**config.mk**
```make
export PLATFORM = sky130hd
export DESIGN_NAME = isp_summary
export DESIGN_NICKNAME = d
export VERILOG_FILES = /design/src/isp_channel.v /design/src/isp_summary.v
export VERILOG_INCLUDE_DIRS = /design/src
export SDC_FILE = /design/constraint.sdc
export NUM_CORES = 2
export LEC_CHECK = 0
export BUFFER_PORTS_ARGS = -buffer_cell sky130_fd_sc_hd__buf_2
export CAP_MARGIN = 5
export CORE_ASPECT_RATIO = 1.2
export CORE_MARGIN = 2
export CORE_UTILIZATION = 35
export CTS_CLUSTER_DIAMETER = 200
export DETAILED_ROUTE_END_ITERATION = 10
export PLACE_DENSITY = 0.57
export SLEW_MARGIN = 30
export SYNTH_ARGS = -nofsm -noshare
export SYNTH_HDL_FRONTEND = slang
export SYNTH_SLANG_ARGS = --single-unit
```
**constraint.sdc**
```tcl
create_clock -name mclk -period 5.28 [get_ports mclk]
set_input_delay 1.32 -clock mclk [delete_from_list [all_inputs] [get_ports mclk]]
set_output_delay 1.32 -clock mclk [all_outputs]
set_load 0.01 [all_outputs]
```
**src/isp_consts.vh**
```
`ifndef ISP_CONSTS_VH
`define ISP_CONSTS_VH
// ==========================================
// geometry
`define ISP_CHANNELS 8
`define ISP_SLOTS 6
`define ISP_STAT_BITS 48
`define ISP_ALL_BITS 384
// ==========================================
// register indices, byte address is four times the index
`define ISP_IDX_CH_SUMMARY 8'h6e
`define ISP_IDX_CHIP_SUMMARY 12'h06f
`define ISP_IDX_VIS_CTRL 12'h080
`define ISP_IDX_STAT1 8'h69
`define ISP_IDX_STAT2 8'h6a
`define ISP_IDX_STAT3 8'h6b
`define ISP_IDX_STAT4 8'h6c
`define ISP_IDX_STAT6 8'h6d
`define ISP_IDX_STAT7 8'hd8
`define ISP_IDX_MASK1 8'h71
`define ISP_IDX_MASK2 8'h72
`define ISP_IDX_MASK3 8'h73
`define ISP_IDX_MASK4 8'h74
`define ISP_IDX_MASK6 8'h76
`define ISP_IDX_MASK7 8'h77
// ==========================================
// fields and reset values
`define ISP_VIS_BIT 0
`define ISP_STAT_RESET 8'h00
`define ISP_MASK_RESET 8'hff
`define ISP_VIS_RESET 1'b0
`define ISP_SUMMARY_RESET 8'h00
`endif

```
**src/isp_channel.v**
```verilog
`timescale 1ns/1ps
`default_nettype none
`include "isp_consts.vh"

module isp_channel (
    input wire mclk,
    input wire reset,
    input wire [47:0] evSet,
    input wire [5:0] clrStrobe,
    input wire [5:0] maskWe,
    input wire [7:0] maskData,
    input wire visibility,
    output wire [47:0] statusFlat,
    output wire [47:0] maskFlat,
    output wire [7:0] summary
);
    wire [5:0] pend;

    // ==========================================
    // event-status and mask storage, one slot per existing register
    genvar s;
    generate
        for (s = 0; s < `ISP_SLOTS; s = s + 1) begin : gSlot
            reg [7:0] stat;
            reg [7:0] mask;
            wire [7:0] next_stat;
            // masked events are only stored while visibility is on
            // a new event in the clearing cycle survives the clear
            assign next_stat = (stat & ~{8{clrStrobe[s]}}) | (evSet[s*8 +: 8] & (~mask | {8{visibility}}));
            always @(posedge mclk) begin
                if (reset) begin
                    stat <= `ISP_STAT_RESET;
                    mask <= `ISP_MASK_RESET;
                end else begin
                    stat <= next_stat;
                    if (maskWe[s]) begin
                        mask <= maskData;
                    end
                end
            end
            // visible-but-masked bits never count as pending
            assign pend[s] = |(stat & ~mask);
            assign statusFlat[s*8 +: 8] = stat;
            assign maskFlat[s*8 +: 8] = mask;
        end
    endgenerate

    // ==========================================
    // summary pointers
    assign summary[0] = 1'b0;
    assign summary[4:1] = pend[3:0];
    assign summary[5] = 1'b0;
    assign summary[6] = pend[4];
    assign summary[7] = pend[5];
endmodule // isp_channel

`default_nettype wire

```
**src/isp_summary.v**
```verilog
// Decided for this implementation: the Wishbone register port.
`timescale 1ns/1ps
`default_nettype none
`include "isp_consts.vh"

module isp_summary (
    input wire mclk,
    input wire reset,
    input wire wb_cyc_i,
    input wire wb_stb_i,
    input wire wb_we_i,
    input wire [13:0] wb_adr_i,
    input wire [3:0] wb_sel_i,
    input wire [31:0] wb_dat_i,
    output reg [31:0] wb_dat_o,
    output reg wb_ack_o,
    input wire [383:0] evSet,
    output reg eventPending
);
    // ==========================================
    // decode
    wire [11:0] regIdx;
    wire [2:0] chanSel;
    wire [7:0] lowIdx;
    wire accept;
    reg [3:0] statDec;
    reg [3:0] maskDec;
    reg visibility;
    wire [`ISP_ALL_BITS-1:0] statAll;
    wire [`ISP_ALL_BITS-1:0] maskAll;
    wire [63:0] summaryAll;
    wire [7:0] chipSummary;
    wire [47:0] clrVec;
    wire [47:0] maskWeVec;
    wire [8:0] slotBase;
    wire [5:0] flatIdx;
    reg [7:0] readByte;

    assign regIdx = wb_adr_i[13:2];
    assign chanSel = regIdx[10:8];
    assign lowIdx = regIdx[7:0];
    // one access per bus cycle: ack blocks a second take of the same request
    assign accept = wb_cyc_i & wb_stb_i & ~wb_ack_o;

    // status offset to {hit, slot}
    always @* begin
        statDec = 4'h0;
        if (!regIdx[11]) begin
            case (lowIdx)
                `ISP_IDX_STAT1: statDec = 4'h8;
                `ISP_IDX_STAT2: statDec = 4'h9;
                `ISP_IDX_STAT3: statDec = 4'ha;
                `ISP_IDX_STAT4: statDec = 4'hb;
                `ISP_IDX_STAT6: statDec = 4'hc;
                `ISP_IDX_STAT7: statDec = 4'hd;
                default: statDec = 4'h0;
            endcase
        end
    end

    // mask offset to {hit, slot}
    always @* begin
        maskDec = 4'h0;
        if (!regIdx[11]) begin
            case (lowIdx)
                `ISP_IDX_MASK1: maskDec = 4'h8;
                `ISP_IDX_MASK2: maskDec = 4'h9;
                `ISP_IDX_MASK3: maskDec = 4'ha;
                `ISP_IDX_MASK4: maskDec = 4'hb;
                `ISP_IDX_MASK6: maskDec = 4'hc;
                `ISP_IDX_MASK7: maskDec = 4'hd;
                default: maskDec = 4'h0;
            endcase
        end
    end

    // ==========================================
    // strobes to the channels
    assign flatIdx = {3'h0, chanSel} * 6'd6 + (wb_we_i ? {3'h0, maskDec[2:0]} : {3'h0, statDec[2:0]});
    // the clear fires only on the accepting edge, so a read clears exactly once
    assign clrVec = (accept && !wb_we_i && statDec[3]) ? (48'h1 << flatIdx) : 48'h0;
    // data is eight bits wide in the low lane
    assign maskWeVec = (accept && wb_we_i && wb_sel_i[0] && maskDec[3]) ? (48'h1 << flatIdx) : 48'h0;

    always @(posedge mclk) begin
        if (reset) begin
            visibility <= `ISP_VIS_RESET;
        end else if (accept && wb_we_i && wb_sel_i[0] && regIdx == `ISP_IDX_VIS_CTRL) begin
            visibility <= wb_dat_i[`ISP_VIS_BIT];
        end
    end

    // ==========================================
    // channels
    genvar c;
    generate
        for (c = 0; c < `ISP_CHANNELS; c = c + 1) begin : gChan
            isp_channel uChan (
                .mclk(mclk),
                .reset(reset),
                .evSet(evSet[c*48 +: 48]),
                .clrStrobe(clrVec[c*6 +: 6]),
                .maskWe(maskWeVec[c*6 +: 6]),
                .maskData(wb_dat_i[7:0]),
                .visibility(visibility),
                .statusFlat(statAll[c*48 +: 48]),
                .maskFlat(maskAll[c*48 +: 48]),
                .summary(summaryAll[c*8 +: 8])
            );
            // bit c stands for channel c+1, so bit 7 is channel 8
            assign chipSummary[c] = |summaryAll[c*8 +: 8];
        end
    endgenerate

    // ==========================================
    // read mux
    assign slotBase = {6'h0, chanSel} * 9'd48 + {6'h0, (wb_we_i ? maskDec[2:0] : statDec[2:0])} * 9'd8;

    always @* begin
        readByte = 8'h00;
        if (regIdx == `ISP_IDX_CHIP_SUMMARY) begin
            readByte = chipSummary;
        end else if (regIdx == `ISP_IDX_VIS_CTRL) begin
            readByte = {7'h00, visibility};
        end else if (!regIdx[11] && lowIdx == `ISP_IDX_CH_SUMMARY) begin
            readByte = summaryAll[{chanSel, 3'h0} +: 8];
        end else if (statDec[3]) begin
            readByte = statAll[slotBase +: 8];
        end else if (maskDec[3]) begin
            readByte = maskAll[{6'h0, chanSel} * 9'd48 + {6'h0, maskDec[2:0]} * 9'd8 +: 8];
        end
    end

    // ==========================================
    // bus answer and pending output
    // unmapped addresses still ack and read zero, so the master never hangs
    always @(posedge mclk) begin
        if (reset) begin
            wb_ack_o <= 1'b0;
            wb_dat_o <= 32'h00000000;
            eventPending <= 1'b0;
        end else begin
            wb_ack_o <= accept;
            if (accept && !wb_we_i) begin
                wb_dat_o <= {24'h000000, readByte};
            end
            eventPending <= |chipSummary;
        end
    end
endmodule // isp_summary

`default_nettype wire

```
==> out/results.tsv <==
metric	value	unit
cts_setup_buffers	0	
drive_gt1_share	19.0	%
min_path_type	reg -> reg	
synth_edf_count	0	
path_cells	buf_2 -> buf_4 -> nor3b_1 -> nand2_1 -> o22ai_1 -> a32oi_1 -> nor2_1 -> ha_1 -> a21o_1 -> and3_1 -> or2_2 -> nor2_1 -> nand2_1 -> nor2_1 -> nand2_1 -> nand2_1 -> a21oi_1	
area_growth	19.5	%
numPortBuffers	419	
wl_per_cell	29.2	um
fillCellCount	11398	
rsz0062_at_grt	no	
core_area	111000	sq um
cts_tree	yes	
grt_use_total	33.1	%
p_int	9.93	mW
grt_start_max_net_pins	138	
clkTransAtPathRegs	0.06	ns
dp.final_hpwl	149000	um
grt_pass1_vias	37001	
period_needed	4.77	ns
sw_frac_of_total	26.3	%
pre_cts_ws	-0.00665	ns
pwr_density_cell	289	nW/um^2
rows	134	
drv_cap	0	
pin_count	473	
cts.sinks	779	
antenna_found_initial	9	
cts_resized	0	
cts_htree_levels	3	
startpoint_type	primary input	
avgViaCountPerCell	5.94	
dieArea	114000	sq um
yosysMostFrequentCell	dfxtp_1	
drtAntennaViolNets	0	
postCtsHoldBufs	0	
regArea	15600	sq um
dieHeight	370	um
max_freq	210	MHz
fin_crit_sh	90.3	%
numCtsBuffers	87	
cpPeakStageDelay	0.48	ns
synth_top_area_share	39.9	%
netlist_area	39100	sq um
crit_arrival	5.33	ns
combPwrFrac	9.5	%
clk_latency	0.72	ns
p_leak	18.8	nW
final_area	46700	sq um
via_count	39655	
power.share.clock	46.8	%
async_reset_ff_share	0	%
ys_seq_area_share	39.9	%
hold_viol	0	
critPathMaxFanout	8	
grt_overflow	0	
layout_setup_ws	0.510	ns
grt_pass1_wl	270000	um
numPlacedInstances	6516	
route.detailed.drc	0	
cp-end-kind	flop	
synth-seq-cells	779	
p_seq_share	43.7	%
final_core_util	42.1	%
drt-initial-drc-count	5406	
p_switching	3.54	mW
worst_ep_required_time	5.84	ns
routed_wl	195000	um
skew	0.0328	ns
dpl-instance-area	43800	sq um
postSynthCellCount	4703	
synth.distinct_cells	83	
dieWidth	309	um
syn_area_per_cell	8.31	sq um
cts-root-buf	clkbuf_16	
yosysTopAreaCell	dfxtp_1	
gp_congestion	1.02	
netlist_top_cells_count	dfxtp_1, nand2_1, nor2_1	
finalMaxSlewViolations	0	
vdd_drop_max	0.000237	V
crit_path_top_delay_cell	nor2_1	
synth_area_leaders	dfxtp_1, a211o_1, mux4_2, nand2_1, a21oi_1	
cts.path.max_buffers	3	
hold_ws	0.468	ns
multi_input_area	20600	sq um
layoutNonFillerInstCount	6675	
start_util	35.2	%
timing.slew.headroom	25.6	%
tightestPinTransition	1.12	ns
status	finished clean	
synth_ff_type	dfxtp_1	
crit_top_cell	nand2_1	
path_class	in -> reg	
firstDrtPassIters	6	
setup_viol	0	
ys_warn_count	0	
crit_buf_inv	2	
num-nets-final	5559	
crit_family	simple AND/OR/NAND/NOR gates	
-- layout make-up --
class	count	share of cell area (%)
clock inverters	24	0.525
clock buffers	132	5.68
well taps	1496	4.01
flip-flops and latches	779	33.4
repair buffers	644	9.06
diodes	3	0.0161
multi-input cells	3205	44.1
inverters	392	3.15
-- tightest hold or removal path, delay by kind of cell, from the launching register on --
kind | cells | cell delay, ns
flops | 1 | 0.32
compound gates | 1 | 0.05
simple gates | 1 | 0.06
-- layer usage --
| metal | part of all wire (%) | GRT usage (%) | wire length, um |
|---|---|---|---|
| met3 | 9.8 | 6.30 | 19200 |
| met4 | 7.7 | 22.5 | 14900 |
| met1 | 38 | 41.3 | 74100 |
| met5 | 0.012 | 0 | 24 |
| met2 | 44 | 51.5 | 86600 |
-- sequential cells by signal, summed over array words and instances (netlist names) --
name / cells
visibility: 1
gChan.uChan.gSlot.stat: 384
wb_dat_o: 8
gChan.uChan.gSlot.mask: 384
eventPending: 1
wb_ack_o: 1
-- final timing paths --
path | from | end | slack, ns | depth (start not counted)
max | wb_adr_i[6] | gChan[4].uChan.gSlot[1].stat[7] | 0.51 | 17
min | gChan[6].uChan.gSlot[5].stat[6] | gChan[6].uChan.gSlot[5].stat[6] | 0.47 | 2
max reg2reg | wb_ack_o | gChan[5].uChan.gSlot[2].stat[1] | 1.99 | 8
min reg2reg | gChan[6].uChan.gSlot[5].stat[6] | gChan[6].uChan.gSlot[5].stat[6] | 0.47 | 2
-- per-stage QoR --
| step | TNS [ns] | power [mW] |
|---|---|---|
| 3_5_place_dp | -0.0175 | 7.24 |
| 5_1_grt | 0 | 13.7 |
| 2_1_floorplan | 0 | 6.52 |
| 3_3_place_gp | 0 | 7.24 |
| 6_report | 0 | 13.5 |
| 4_1_cts | 0 | 13.5 |
-- power groups by stage --
stage	Sequential [mW]	Clock (mW)	Combinational (mW)
finish	5.89	6.31	1.27
global route	5.88	6.57	1.28
CTS	5.88	6.35	1.22
detailed placement	6.02	0	1.22
global placement	6.02	0	1.22
floorplan	6.01	0	0.503
-- logic make-up (layout without fill, tap and decap cells) --
kind of cell / after synthesis / count (layout) / synth area share, %
and+or+nand+nor: 1391 / 1391 / 15.4
DFF: 779 / 779 / 39.9
buffers and inverters: 742 / 1192 / 7.84
muxes: 224 / 224 / 10.4
other: 1 / 27 / 0.00960
xor gates and xnor gates: 9 / 9 / 0.202
AOI/OAI and AO/OA: 1546 / 1546 / 25.8
adders and majority gates: 11 / 11 / 0.410
-- cell usage in the layout (no fill, tap or decap), types with 13 or more instances in the layout --
cell	synthesis	layout
o211ai_1	16	16
buf_12	2	34
buf_2	68	416
o21ai_0	415	415
nor2_1	472	470
clkbuf_16	0	91
a211o_1	369	369
nand3_1	58	58
clkbuf_1	244	19
and2_1	14	14
dfxtp_1	779	778
nand3b_1	19	19
inv_1	389	389
a21oi_1	427	427
a32oi_1	13	13
nor3_1	18	18
conb_1	1	24
nand4_1	26	26
mux4_2	137	137
and4_1	44	44
o2111ai_1	18	17
nor2_2	21	23
nand2_1	656	656
mux2i_1	77	77
buf_4	28	192
a22oi_1	189	189
clkbuf_8	0	22
(Power assumes the default switching activity.)
